==> config.mk <==
export PLATFORM = sky130hd
export DESIGN_NAME = rcp_pin_logic
export DESIGN_NICKNAME = d
export VERILOG_FILES = /design/src/verilog/rcp_sync.v /design/src/verilog/rcp_pin_logic.v
export VERILOG_INCLUDE_DIRS = /design/src /design/src/verilog
export SDC_FILE = /design/constraint.sdc
export NUM_CORES = 1
export LEC_CHECK = 0
export BUFFER_PORTS_ARGS = -buffer_cell sky130_fd_sc_hd__buf_2
export CORE_MARGIN = 2
export CORE_UTILIZATION = 60
export DETAILED_ROUTE_END_ITERATION = 8
export GPL_ROUTABILITY_DRIVEN = 0
export PLACE_DENSITY = 0.83
export SYNTH_ARGS = -nofsm -noshare
export SYNTH_HDL_FRONTEND = slang
export SYNTH_HIERARCHICAL = 1
export SYNTH_SLANG_ARGS = --single-unit
==> constraint.sdc <==
create_clock -name i_core_clk -period 6.02 [get_ports i_core_clk]
set_clock_uncertainty 0.1 [all_clocks]
set_input_delay 1.204 -clock i_core_clk [delete_from_list [all_inputs] [get_ports i_core_clk]]
set_output_delay 1.204 -clock i_core_clk [all_outputs]
set_load 0.01 [all_outputs]
==> src/verilog/rcp_consts.vh <==
`ifndef RCP_CONSTS_VH
`define RCP_CONSTS_VH

// clock rate and the millisecond tick it gives, sized for the tick counter
`define RCP_CLK_HZ 40000000
`define RCP_MS_CYCLES 16'h9C40

// positions inside the synchronised level vector
`define RCP_SY_RESET_N 0
`define RCP_SY_SLEEP_N 1
`define RCP_SY_HOLD 2
`define RCP_SY_REPLY 3
`define RCP_SY_BIND 4
`define RCP_SY_LOW_DIR 5
`define RCP_SY_HIGH_DIR 6
`define RCP_SY_CMD 7
`define RCP_SY_WIDTH 8
// reset value of the synchronisers: reset and sleep held asserted
`define RCP_SY_RST_VAL 8'h00

// status line groups
`define RCP_STATUS_WIDTH 8
`define RCP_GROUP_WIDTH 4

// factory default request: bind presses within a window
`define RCP_FACTORY_PRESSES 3'h4
`define RCP_SEQ_WINDOW_MS 12'h7D0

// activity indicator flash period and on times per state, in ms
`define RCP_FLASH_PERIOD_MS 10'h3E8
`define RCP_FLASH_IDLE_MS 10'h032
`define RCP_FLASH_ACTIVE_MS 10'h0C8
`define RCP_FLASH_BIND_MS 10'h1F4

`endif

==> src/verilog/rcp_sync.v <==
`timescale 1ns/1ps
`default_nettype none

module rcp_sync #(
  parameter WIDTH = 8,
  parameter [WIDTH-1:0] RST_VAL = {WIDTH{1'b0}}
) (
  input wire i_core_clk,
  input wire i_rst,
  input wire [WIDTH-1:0] i_async,
  output wire [WIDTH-1:0] o_sync
);

  genvar gi;
  generate
    for (gi = 0; gi < WIDTH; gi = gi + 1) begin : g_bit
      // each bit owns its flop pair, so no vector has several drivers
      reg stage1;
      reg stage2;
      always @(posedge i_core_clk or posedge i_rst) begin
        if (i_rst) begin
          stage1 <= RST_VAL[gi];
          stage2 <= RST_VAL[gi];
        end else begin
          stage1 <= i_async[gi];
          stage2 <= stage1;
        end
      end
      assign o_sync[gi] = stage2;
    end
  endgenerate

endmodule // rcp_sync

`default_nettype wire

==> src/verilog/rcp_pin_logic.v <==
`timescale 1ns/1ps
`default_nettype none
`include "rcp_consts.vh"

// Overview of operation
// RQ1: reset pin low returns everything to initial state; high allows operation.
// RQ2: sleep pin low stops all functions; high resumes normal operation.
// RQ3: hold select high: each activating command toggles the status output.
// RQ4: hold select low: output high only while activating reception continues.
// RQ5: reply enable high sends an acknowledgement after each accepted message.
// RQ6: bind request high starts the binding procedure between two units.
// RQ7: a press sequence on bind request restores factory defaults.
// RQ8: receive amplifier enable is high exactly while receiving.
// RQ9: low group direction low makes lines 0-3 outputs, high makes them inputs.
// RQ10: activity indicator flashes with on time encoding the current state.
// RQ11: host sends serial commands on the command input, holds it low if unused.
// RQ12: serial command responses go out on the command output line.
// RQ13: high group direction low makes lines 4-7 outputs, high makes them inputs.
// RQ14: transmit amplifier enable is high exactly while transmitting.
// RQ15: reply received goes high when an acknowledgement follows a sent message.
// RQ16: all level pins are synchronised to the clock before use.
module rcp_pin_logic #(
  parameter [15:0] MS_CYCLES = `RCP_MS_CYCLES,
  parameter [11:0] SEQ_WINDOW_MS = `RCP_SEQ_WINDOW_MS,
  parameter [2:0] FACTORY_PRESSES = `RCP_FACTORY_PRESSES
) (
  input wire i_core_clk,
  input wire i_rst,
  input wire i_reset_n,
  input wire i_sleep_n,
  input wire i_hold_sel,
  input wire i_reply_en,
  input wire i_bind_req,
  input wire i_low_group_direction,
  input wire i_high_group_direction,
  input wire i_cmd_rx,
  input wire i_cmd_resp,
  input wire [`RCP_STATUS_WIDTH-1:0] i_status_lines,
  input wire i_radio_rx_on,
  input wire i_radio_tx_on,
  input wire i_rx_valid,
  input wire i_rx_active,
  input wire [`RCP_STATUS_WIDTH-1:0] i_rx_lines,
  input wire i_ctrl_sent,
  input wire i_ack_rcvd,
  input wire i_bind_done,
  output reg [`RCP_STATUS_WIDTH-1:0] o_status_lines,
  output reg [`RCP_STATUS_WIDTH-1:0] o_status_lines_oe,
  output reg [`RCP_STATUS_WIDTH-1:0] o_tx_lines,
  output reg o_rx_amp_enable,
  output reg o_tx_amp_enable,
  output reg o_activity_indicator,
  output reg o_cmd_tx,
  output reg o_cmd_rx_data,
  output reg o_ack_send,
  output reg o_bind_start,
  output reg o_binding,
  output reg o_factory_reset,
  output reg o_reply_rcvd,
  output reg o_running
);

  localparam [9:0] FLASH_PERIOD = `RCP_FLASH_PERIOD_MS;
  localparam [9:0] FLASH_IDLE = `RCP_FLASH_IDLE_MS;
  localparam [9:0] FLASH_ACTIVE = `RCP_FLASH_ACTIVE_MS;
  localparam [9:0] FLASH_BIND = `RCP_FLASH_BIND_MS;
  localparam [7:0] SY_RST_VAL = `RCP_SY_RST_VAL;

  // indicator states
  localparam [1:0] IND_IDLE = 2'b00;
  localparam [1:0] IND_ACTIVE = 2'b01;
  localparam [1:0] IND_BIND = 2'b10;

  wire [`RCP_SY_WIDTH-1:0] pins_raw;
  wire [`RCP_SY_WIDTH-1:0] pins;
  wire pin_reset_n;
  wire pin_awake;
  wire pin_hold;
  wire pin_reply;
  wire pin_bind;
  wire pin_low_dir;
  wire pin_high_dir;
  wire pin_cmd;

  reg [`RCP_STATUS_WIDTH-1:0] latched;
  reg [`RCP_STATUS_WIDTH-1:0] dir_in;
  reg awaiting_ack;
  reg bind_prev;
  reg [2:0] press_cnt;
  reg [11:0] win_ms;
  reg [15:0] tick_cnt;
  reg ms_tick;
  reg [9:0] flash_ms;
  reg [1:0] ind_state;
  reg [9:0] flash_on;
  reg [`RCP_STATUS_WIDTH-1:0] next_latched;

  assign pins_raw = {i_cmd_rx, i_high_group_direction, i_low_group_direction, i_bind_req,
                     i_reply_en, i_hold_sel, i_sleep_n, i_reset_n};

  rcp_sync #(
    .WIDTH(`RCP_SY_WIDTH),
    .RST_VAL(SY_RST_VAL)
  ) u_sync ( // RQ16
    .i_core_clk(i_core_clk),
    .i_rst(i_rst),
    .i_async(pins_raw),
    .o_sync(pins)
  );

  assign pin_reset_n = pins[`RCP_SY_RESET_N];
  assign pin_awake = pins[`RCP_SY_SLEEP_N];
  assign pin_hold = pins[`RCP_SY_HOLD];
  assign pin_reply = pins[`RCP_SY_REPLY];
  assign pin_bind = pins[`RCP_SY_BIND];
  assign pin_low_dir = pins[`RCP_SY_LOW_DIR];
  assign pin_high_dir = pins[`RCP_SY_HIGH_DIR];
  assign pin_cmd = pins[`RCP_SY_CMD];

  // per line direction: a set bit means the line is an input
  always @* begin
    dir_in = {{`RCP_GROUP_WIDTH{pin_high_dir}}, {`RCP_GROUP_WIDTH{pin_low_dir}}}; // RQ9 RQ13
  end

  // toggle every commanded line on each accepted message
  always @* begin
    next_latched = latched;
    if (i_rx_valid) begin
      next_latched = latched ^ i_rx_lines; // RQ3
    end
  end

  always @* begin
    ind_state = IND_IDLE;
    if (o_binding) begin
      ind_state = IND_BIND;
    end else if (i_radio_rx_on || i_radio_tx_on) begin
      ind_state = IND_ACTIVE;
    end
    case (ind_state)
      IND_IDLE: flash_on = FLASH_IDLE; // RQ10
      IND_ACTIVE: flash_on = FLASH_ACTIVE; // RQ10
      IND_BIND: flash_on = FLASH_BIND; // RQ10
      default: flash_on = FLASH_IDLE;
    endcase
  end

  always @(posedge i_core_clk or posedge i_rst) begin
    if (i_rst) begin
      o_status_lines <= 8'h00;
      o_status_lines_oe <= 8'h00;
      o_tx_lines <= 8'h00;
      o_rx_amp_enable <= 1'b0;
      o_tx_amp_enable <= 1'b0;
      o_activity_indicator <= 1'b0;
      o_cmd_tx <= 1'b0;
      o_cmd_rx_data <= 1'b0;
      o_ack_send <= 1'b0;
      o_bind_start <= 1'b0;
      o_binding <= 1'b0;
      o_factory_reset <= 1'b0;
      o_reply_rcvd <= 1'b0;
      o_running <= 1'b0;
      latched <= 8'h00;
      awaiting_ack <= 1'b0;
      bind_prev <= 1'b0;
      press_cnt <= 3'h0;
      win_ms <= 12'h000;
      tick_cnt <= 16'h0000;
      ms_tick <= 1'b0;
      flash_ms <= 10'h000;
    end else if (!pin_reset_n) begin
      // reset pin held low: back to the initial state
      o_status_lines <= 8'h00; // RQ1
      o_status_lines_oe <= 8'h00;
      o_tx_lines <= 8'h00;
      o_rx_amp_enable <= 1'b0;
      o_tx_amp_enable <= 1'b0;
      o_activity_indicator <= 1'b0;
      o_cmd_tx <= 1'b0;
      o_cmd_rx_data <= 1'b0;
      o_ack_send <= 1'b0;
      o_bind_start <= 1'b0;
      o_binding <= 1'b0;
      o_factory_reset <= 1'b0;
      o_reply_rcvd <= 1'b0;
      o_running <= 1'b0;
      latched <= 8'h00;
      awaiting_ack <= 1'b0;
      bind_prev <= 1'b0;
      press_cnt <= 3'h0;
      win_ms <= 12'h000;
      tick_cnt <= 16'h0000;
      ms_tick <= 1'b0;
      flash_ms <= 10'h000;
    end else if (!pin_awake) begin
      // low-power state: everything frozen, drivers and pulses off
      o_status_lines_oe <= 8'h00; // RQ2
      o_rx_amp_enable <= 1'b0;
      o_tx_amp_enable <= 1'b0;
      o_activity_indicator <= 1'b0;
      o_cmd_tx <= 1'b0;
      o_ack_send <= 1'b0;
      o_bind_start <= 1'b0;
      o_factory_reset <= 1'b0;
      o_running <= 1'b0;
      ms_tick <= 1'b0;
    end else begin
      o_running <= 1'b1;
      // status line drivers
      o_status_lines_oe <= ~dir_in; // RQ9 RQ13
      latched <= next_latched & ~dir_in;
      if (pin_hold) begin
        o_status_lines <= next_latched & ~dir_in; // RQ3
      end else begin
        o_status_lines <= (i_rx_active ? i_rx_lines : 8'h00) & ~dir_in; // RQ4
      end
      o_tx_lines <= i_status_lines & dir_in;
      // amplifiers follow the radio activity
      o_rx_amp_enable <= i_radio_rx_on; // RQ8
      o_tx_amp_enable <= i_radio_tx_on; // RQ14
      // serial command lines
      o_cmd_rx_data <= pin_cmd; // RQ11
      o_cmd_tx <= i_cmd_resp; // RQ12
      // acknowledgement of an accepted message
      o_ack_send <= i_rx_valid & pin_reply; // RQ5
      // reply received: arrival wins over the clear of a new message
      if (i_ctrl_sent) begin
        awaiting_ack <= 1'b1;
      end else if (i_ack_rcvd) begin
        awaiting_ack <= 1'b0;
      end
      if (i_ack_rcvd && awaiting_ack) begin
        o_reply_rcvd <= 1'b1; // RQ15
      end else if (i_ctrl_sent) begin
        o_reply_rcvd <= 1'b0;
      end
      // millisecond tick
      if (tick_cnt == MS_CYCLES - 16'h0001) begin
        tick_cnt <= 16'h0000;
        ms_tick <= 1'b1;
      end else begin
        tick_cnt <= tick_cnt + 16'h0001;
        ms_tick <= 1'b0;
      end
      // binding and factory default sequence
      bind_prev <= pin_bind;
      o_bind_start <= 1'b0;
      o_factory_reset <= 1'b0;
      if (pin_bind && !bind_prev) begin
        if (press_cnt == FACTORY_PRESSES - 3'h1) begin
          o_factory_reset <= 1'b1; // RQ7
          o_binding <= 1'b0;
          press_cnt <= 3'h0;
        end else begin
          o_bind_start <= 1'b1; // RQ6
          o_binding <= 1'b1; // RQ6
          press_cnt <= press_cnt + 3'h1;
          if (press_cnt == 3'h0) begin
            win_ms <= 12'h000;
          end
        end
      end else begin
        if (i_bind_done) begin
          o_binding <= 1'b0;
        end
        if (ms_tick && press_cnt != 3'h0) begin
          if (win_ms >= SEQ_WINDOW_MS - 12'h001) begin
            press_cnt <= 3'h0; // RQ7
          end else begin
            win_ms <= win_ms + 12'h001;
          end
        end
      end
      // activity indicator flash
      if (ms_tick) begin
        if (flash_ms == FLASH_PERIOD - 10'h001) begin
          flash_ms <= 10'h000;
        end else begin
          flash_ms <= flash_ms + 10'h001;
        end
      end
      o_activity_indicator <= (flash_ms < flash_on); // RQ10
    end
  end

endmodule // rcp_pin_logic

`default_nettype wire

==> flow_summary.json, run 1 <==
{
  "outcome": "completed",
  "crit_required_ns": 6.21,
  "whs_endpoint": "u_sync/g_bit[2].stage2$_DFF_PP0_",
  "globalRouteOverflowTotal": 0,
  "ys_async_sr_fraction_pct": 100,
  "routedWlPerCell_um": 15.4,
  "power.share.clock_pct": 37.2,
  "antenna_cells": 0,
  "ys.flop_type": "dfrtp_1",
  "drive_above_1_share_pct": 18.6,
  "stdcell_area_um2": 5170,
  "seqCellArea_um2": 2430,
  "layout.nets": 555,
  "hpwl_um": 6370,
  "finalMaxSlewViolations": 0,
  "setup-violations-final": 0,
  "min_from": "u_sync/g_bit[2].stage1$_DFF_PP0_",
  "total_power_mw": 1.26,
  "drt_iter0_drc": 227,
  "crit_path_start_kind": "register",
  "yosysSeqAreaShare_pct": 51.9,
  "num_rows": 32,
  "syn_nets": 509,
  "multi_input_area_um2": 2000,
  "powerDensity_nw_per_um2": 244,
  "cp-end-kind": "register",
  "power_switching_mw": 0.304,
  "cp_slowest_cell": "dfrtp_1",
  "crit_family": "simple AND/OR/NAND/NOR gates",
  "clk_path_buf_depth": 2,
  "cts_inserted_buffers": 9,
  "min_path_type": "register to register",
  "cts_sinks": 97,
  "setup-tns-final_ns": 0,
  "cts_hold_buf": 0,
  "pwr-share-seq_pct": 54.7,
  "critPathKind": "register to register",
  "synthesis.area_um2": 4670,
  "power.internal_mw": 0.955,
  "coreArea_um2": 7650,
  "fillers": 609,
  "grt_usage_pct": 23.6,
  "io_buffer_count": 68,
  "grt_setup_unrepaired": "false",
  "grt_pass1_wl_um": 16000,
  "start_util_pct": 61.1,
  "syn2layout_area_growth_pct": 10.6,
  "synth.top_cell.area_share_pct": 51.9,
  "synthCells": 465,
  "drcViolationCount": 0,
  "die_h_um": 92.3,
  "synth_edf_count": 0,
  "synth_cell_types": 56,
  "final_common_cell": "dfrtp_1",
  "crit_chain": "and2b_1 > nor2_1 > and4bb_4 > nor3b_1 > a211o_1",
  "cts-root-buf": "clkbuf_8",
  "crit_arrival_ns": 2.90,
  "reg2reg_slack_ns": 3.31,
  "tightest_slew_ns": 1.01,
  "ioPinCount": 69,
  "placed_area_um2": 4950,
  "cts_resized": 0,
  "avgViaCountPerCell": 5.83,
  "grt_max_degree": 82,
  "avgSynthCellArea_um2": 10.1,
  "worst_path_largest_cell_delay_ns": 0.96,
  "fin_crit_sh_pct": 45.0,
  "synth_area_leaders": "dfrtp_1 52%, nand2_1 4.3%, o21ai_0 3.7%",
  "p_leak_nw": 2.46,
  "yosysWarnings": 6,
  "reg2reg_to": "win_ms[8]$_DFFE_PP0P_",
  "grt_pass1_vias": 3424,
  "slew_headroom_pct": 32.6,
  "cap_violations": 0,
  "rr_startpoint": "u_sync/g_bit[1].stage2$_DFF_PP0_",
  "min_path_cells": 0,
  "critPathMaxFanout": 34,
  "worst_r2r_path_depth": 5,
  "final_cell_mix": "97 x dfrtp_1, 68 x buf_2, 53 x nand2_1, 35 x o21ai_0, 25 x nor2_1",
  "path_buf_inv": 0,
  "hold_viol": 0,
  "vias": 3606,
  "combPwrFrac_pct": 8.1,
  "clkTransAtPathRegs_ns": 0.08,
  "p_sw_share_pct": 24.1,
  "cts_setup_buffers": 0,
  "synth_largest_area_cell": "dfrtp_1",
  "htreeDepth": 3,
  "irDropWorstVdd_mv": 0.194,
  "cts_tree": "done",
  "antenna_found_initial": 0,
  "drtPass1Iterations": 5,
  "drt_wl_total_um": 9540,
  "synth-seq-cells": 97,
  "clock_latency_ns": 0.36,
  "max_freq_ghz": 0.369,
  "die_area_um2": 8510,
  "dieWidth_um": 92.3,
  "fin_crit_ns": 2.71,
  "ant_nets": 0
}
## synthesized netlist by cell type, drive strengths merged (2+ instances only)
master	instances
and4	5
buf	23
nor2b	10
xnor2	12
and2	6
nand3	22
ha	10
o211ai	3
a22oi	7
a221o	4
a22o	4
a21oi	15
and3b	2
nor3	9
a32oi	2
mux2	2
nor3b	2
nor4	2
nand2b	14
o21ai	35
mux2i	2
or3	4
o31ai	9
a21boi	11
nor2	26
o21bai	2
clkbuf	11
a31oi	8
and3	11
nand2	53
o22a	2
a211oi	3
nand4	7
dfrtp	97
inv	12
xor2	7
## layout make-up
| cell class | count | area share, % |
|---|---|---|
| Multi-Input combinational cell | 322 | 38.7 |
| Clock inverter | 5 | 1.53 |
| Clock buffer | 11 | 2.74 |
| Sequential cell | 97 | 47.0 |
| Tap cell | 102 | 2.47 |
| Timing Repair Buffer | 69 | 6.73 |
| Inverter | 12 | 0.896 |
## metrics by stage
| stage | util (%) | setup slack (ns) | hold WS [ns] | cells |
|---|---|---|---|---|
| after floorplan | - | 2.64 | 0.231 | 465 |
| after global placement | 64.7 | 3.21 | 0.232 | 602 |
| after detailed placement | 64.7 | 3.09 | 0.236 | 602 |
| after CTS | 67.6 | 3.33 | 0.255 | 618 |
| after global routing | 67.6 | 3.06 | 0.269 | 618 |
| final | 67.6 | 3.31 | 0.251 | 618 |
## worst max-delay path by stage
stage / from / endpoint / slack [ns] / cells after the start
6_report: u_sync/g_bit[1].stage2$_DFF_PP0_ / win_ms[8]$_DFFE_PP0P_ / 3.31 / 5
5_1_grt: u_sync/g_bit[1].stage2$_DFF_PP0_ / latched[4]$_DFFE_PP0P_ / 3.06 / 6
2_1_floorplan: i_rst / awaiting_ack$_DFFE_PP0P_ / 2.64 / 1
3_5_place_dp: i_radio_tx_on / o_activity_indicator$_DFF_PP0_ / 3.09 / 8
3_3_place_gp: i_radio_tx_on / o_activity_indicator$_DFF_PP0_ / 3.21 / 8
4_1_cts: u_sync/g_bit[0].stage2$_DFF_PP0_ / win_ms[2]$_DFFE_PP0P_ / 3.33 / 5
## metal layers
| metal | wire length [um] | global-route usage (%) |
|---|---|---|
| met2 | 4870 | 39.1 |
| met5 | 0 | 0 |
| met3 | 351 | 3.20 |
| met1 | 4170 | 31.9 |
| met4 | 135 | 9.08 |
## state kept, by name, summed over array words and instances, names as in the netlist, 2 cells and up
name	flops
u_sync/g_bit.stage1	8
press_cnt	3
o_status_lines	8
o_status_lines_oe	2
win_ms	12
tick_cnt	16
latched	8
o_tx_lines	8
flash_ms	10
u_sync/g_bit.stage2	8
## power groups by stage
stage / Sequential [mW] / Clock, mW / Combinational [mW]
after floorplan: 0.695 / 0 / 0.0778
after global placement: 0.700 / 0 / 0.0993
after detailed placement: 0.701 / 0 / 0.103
after CTS: 0.688 / 0.473 / 0.104
after global routing: 0.692 / 0.499 / 0.117
final: 0.688 / 0.468 / 0.102
## kinds of logic (layout without fill, tap and decap cells)
group,count (synthesis),after routing,synth area share [%]
adder cells (fa/ha/maj),10,10,2.68
XOR/XNOR,19,19,3.56
multiplexers,4,4,0.910
buffers and inverters,46,97,5.30
flip-flops,97,97,51.9
AO/OA/AOI/OAI,112,112,15.9
AND/OR/NAND/NOR,177,177,19.7
Note: power is estimated with default switching activity, not from simulation.
==> run 2, diff against run 1 <==
--- a/config.mk
+++ b/config.mk
@@ -8,10 +8,10 @@
 export LEC_CHECK = 0
 export BUFFER_PORTS_ARGS = -buffer_cell sky130_fd_sc_hd__buf_2
 export CORE_MARGIN = 2
-export CORE_UTILIZATION = 60
+export CORE_UTILIZATION = 57
 export DETAILED_ROUTE_END_ITERATION = 8
 export GPL_ROUTABILITY_DRIVEN = 0
-export PLACE_DENSITY = 0.83
+export PLACE_DENSITY = 0.8
 export SYNTH_ARGS = -nofsm -noshare
 export SYNTH_HDL_FRONTEND = slang
 export SYNTH_HIERARCHICAL = 1
==> constraint.sdc (replaced) <==
create_clock -name i_core_clk -period 2.67 [get_ports i_core_clk]
set_clock_uncertainty 0.1 [all_clocks]
set_input_delay 0.534 -clock i_core_clk [delete_from_list [all_inputs] [get_ports i_core_clk]]
set_output_delay 0.534 -clock i_core_clk [all_outputs]
set_load 0.01 [all_outputs]
==> flow_summary.json, run 2 (synthesized netlist as in run 1, its figures left out) <==
{
  "outcome": "completed",
  "finalMaxSlewViolations": 0,
  "hold_viol": 0,
  "final_common_cell": "dfrtp_1",
  "grt_pass1_wl_um": 16500,
  "ant_nets": 0,
  "ioPinCount": 69,
  "reg2reg_to": "tick_cnt[9]$_DFFE_PP0P_",
  "layout.nets": 564,
  "powerDensity_nw_per_um2": 516,
  "num_rows": 33,
  "start_util_pct": 57.8,
  "cts_resized": 0,
  "grt_usage_pct": 23.5,
  "pre_cts_ws_ns": 0.453,
  "clkTransAtPathRegs_ns": 0.10,
  "dieWidth_um": 94.6,
  "setup-tns-final_ns": 0,
  "min_path_type": "primary input to asynchronous set/reset pin",
  "grt_max_degree": 32,
  "critPathKind": "register to register",
  "cts_inserted_buffers": 9,
  "top_regs": "tick_cnt: 16 flops, win_ms: 12 flops, flash_ms: 10 flops",
  "vias": 3671,
  "die_h_um": 94.6,
  "fin_crit_ns": 2.23,
  "slew_headroom_pct": 48.5,
  "clock_latency_ns": 0.37,
  "cp-end-kind": "register",
  "clk_path_buf_depth": 2,
  "drtPass1Iterations": 4,
  "p_leak_nw": 2.47,
  "final_cell_mix": "97 x dfrtp_1, 68 x buf_2, 53 x nand2_1, 35 x o21ai_0, 25 x nor2_1",
  "hpwl_um": 6910,
  "cap_violations": 0,
  "fin_crit_sh_pct": 83.4,
  "antenna_cells": 0,
  "cp-startpoint": "tick_cnt[0]$_DFFE_PP0P_",
  "crit_arrival_ns": 2.41,
  "drive_above_1_share_pct": 20.0,
  "drcViolationCount": 0,
  "avgViaCountPerCell": 5.84,
  "crit_path_start_kind": "register",
  "drt_iter0_drc": 233,
  "reg2reg_slack_ns": 0.44,
  "io_buffer_count": 68,
  "crit_chain": "ha_1 > and4_1 > and4_1 > nor2_2 > o31ai_1 > a31oi_1",
  "rr_startpoint": "tick_cnt[0]$_DFFE_PP0P_",
  "cts_tree": "done",
  "total_power_mw": 2.69,
  "antenna_found_initial": 0,
  "globalRouteOverflowTotal": 0,
  "cts_hold_buf": 0,
  "cts_setup_buffers": 0,
  "cp_slowest_cell": "nor2_2",
  "critPathMaxFanout": 13,
  "htreeDepth": 3,
  "irDropWorstVdd_mv": 0.304,
  "crit_family": "simple AND/OR/NAND/NOR gates",
  "stdcell_area_um2": 5210,
  "worst_path_largest_cell_delay_ns": 0.44,
  "setup-violations-final": 0,
  "cts-root-buf": "clkbuf_8",
  "final_core_util_pct": 64.4,
  "setup_ws_ns": 0.443,
  "grt_setup_unrepaired": "false",
  "cts_sinks": 97,
  "tightest_slew_ns": 0.763,
  "worst_r2r_path_depth": 6,
  "path_depth": 6,
  "max_freq_ghz": 0.449,
  "drt_wl_total_um": 9730,
  "syn2layout_area_growth_pct": 11.5,
  "grt_pass1_vias": 3552,
  "crit_required_ns": 2.85,
  "placed_area_um2": 5030,
  "cp_common_cell": "and4_1",
  "die_area_um2": 8940,
  "top_register": "tick_cnt",
  "largest_register_ff_count": 16,
  "routedWlPerCell_um": 15.5,
  "path_buf_inv": 0,
  "coreArea_um2": 8090
}
## run 2: cell types whose count changed in the layout (fill, tap and decap cells not counted), sizes merged
| cell | previous run | this run |
|---|---|---|
| bufinv | 2 | 0 |
| buf | 69 | 78 |
| inv | 11 | 12 |
| clkbuf | 11 | 10 |
| clkinv | 4 | 1 |
| clkinvlp | 0 | 4 |
## run 2: where the power goes
group          total, mW  switching (mW)  internal [mW]  leakage [nW]
registers           1.54          0.0341           1.51          1.30
clock network      0.889           0.525          0.364        0.0810
logic              0.254           0.151          0.103          1.09
## run 2: final cells by class
type,instances,area [um2]
sequential,97,2430
inverter,12,48.8
fill,670,2880
clock inverter,5,40.0
clock buffer,10,138
multi-input combinational,322,2000
tap,105,131
timing repair buffer,78,428
## run 2: per-layer routing
metal | track usage (%) | wire length, um | vias to the layer above | part of all wire [%]
met2 | 38.4 | 4570 | 126 | 47
met5 | 0 | 0 | - | 0
met4 | 9.30 | 185 | 0 | 1.9
li1 | - | - | 1741 | -
met3 | 3.11 | 559 | 18 | 5.7
met1 | 32.3 | 4410 | 1786 | 45
## run 2: worst max path at each step
stage / to / slack, ns
after floorplan: o_activity_indicator$_DFF_PP0_ / 0.74
after global placement: o_activity_indicator$_DFF_PP0_ / 0.52
after detailed placement: o_activity_indicator$_DFF_PP0_ / 0.45
after CTS: tick_cnt[9]$_DFFE_PP0P_ / 0.46
after global routing: tick_cnt[14]$_DFFE_PP0P_ / 0.26
final: tick_cnt[9]$_DFFE_PP0P_ / 0.44
## run 2: per-stage QoR
| step | cells | hold slack (ns) |
|---|---|---|
| floorplan | 465 | 0.231 |
| global placement | 614 | 0.232 |
| detailed placement | 614 | 0.236 |
| CTS | 629 | 0.161 |
| global route | 629 | 0.153 |
| finish | 629 | 0.136 |
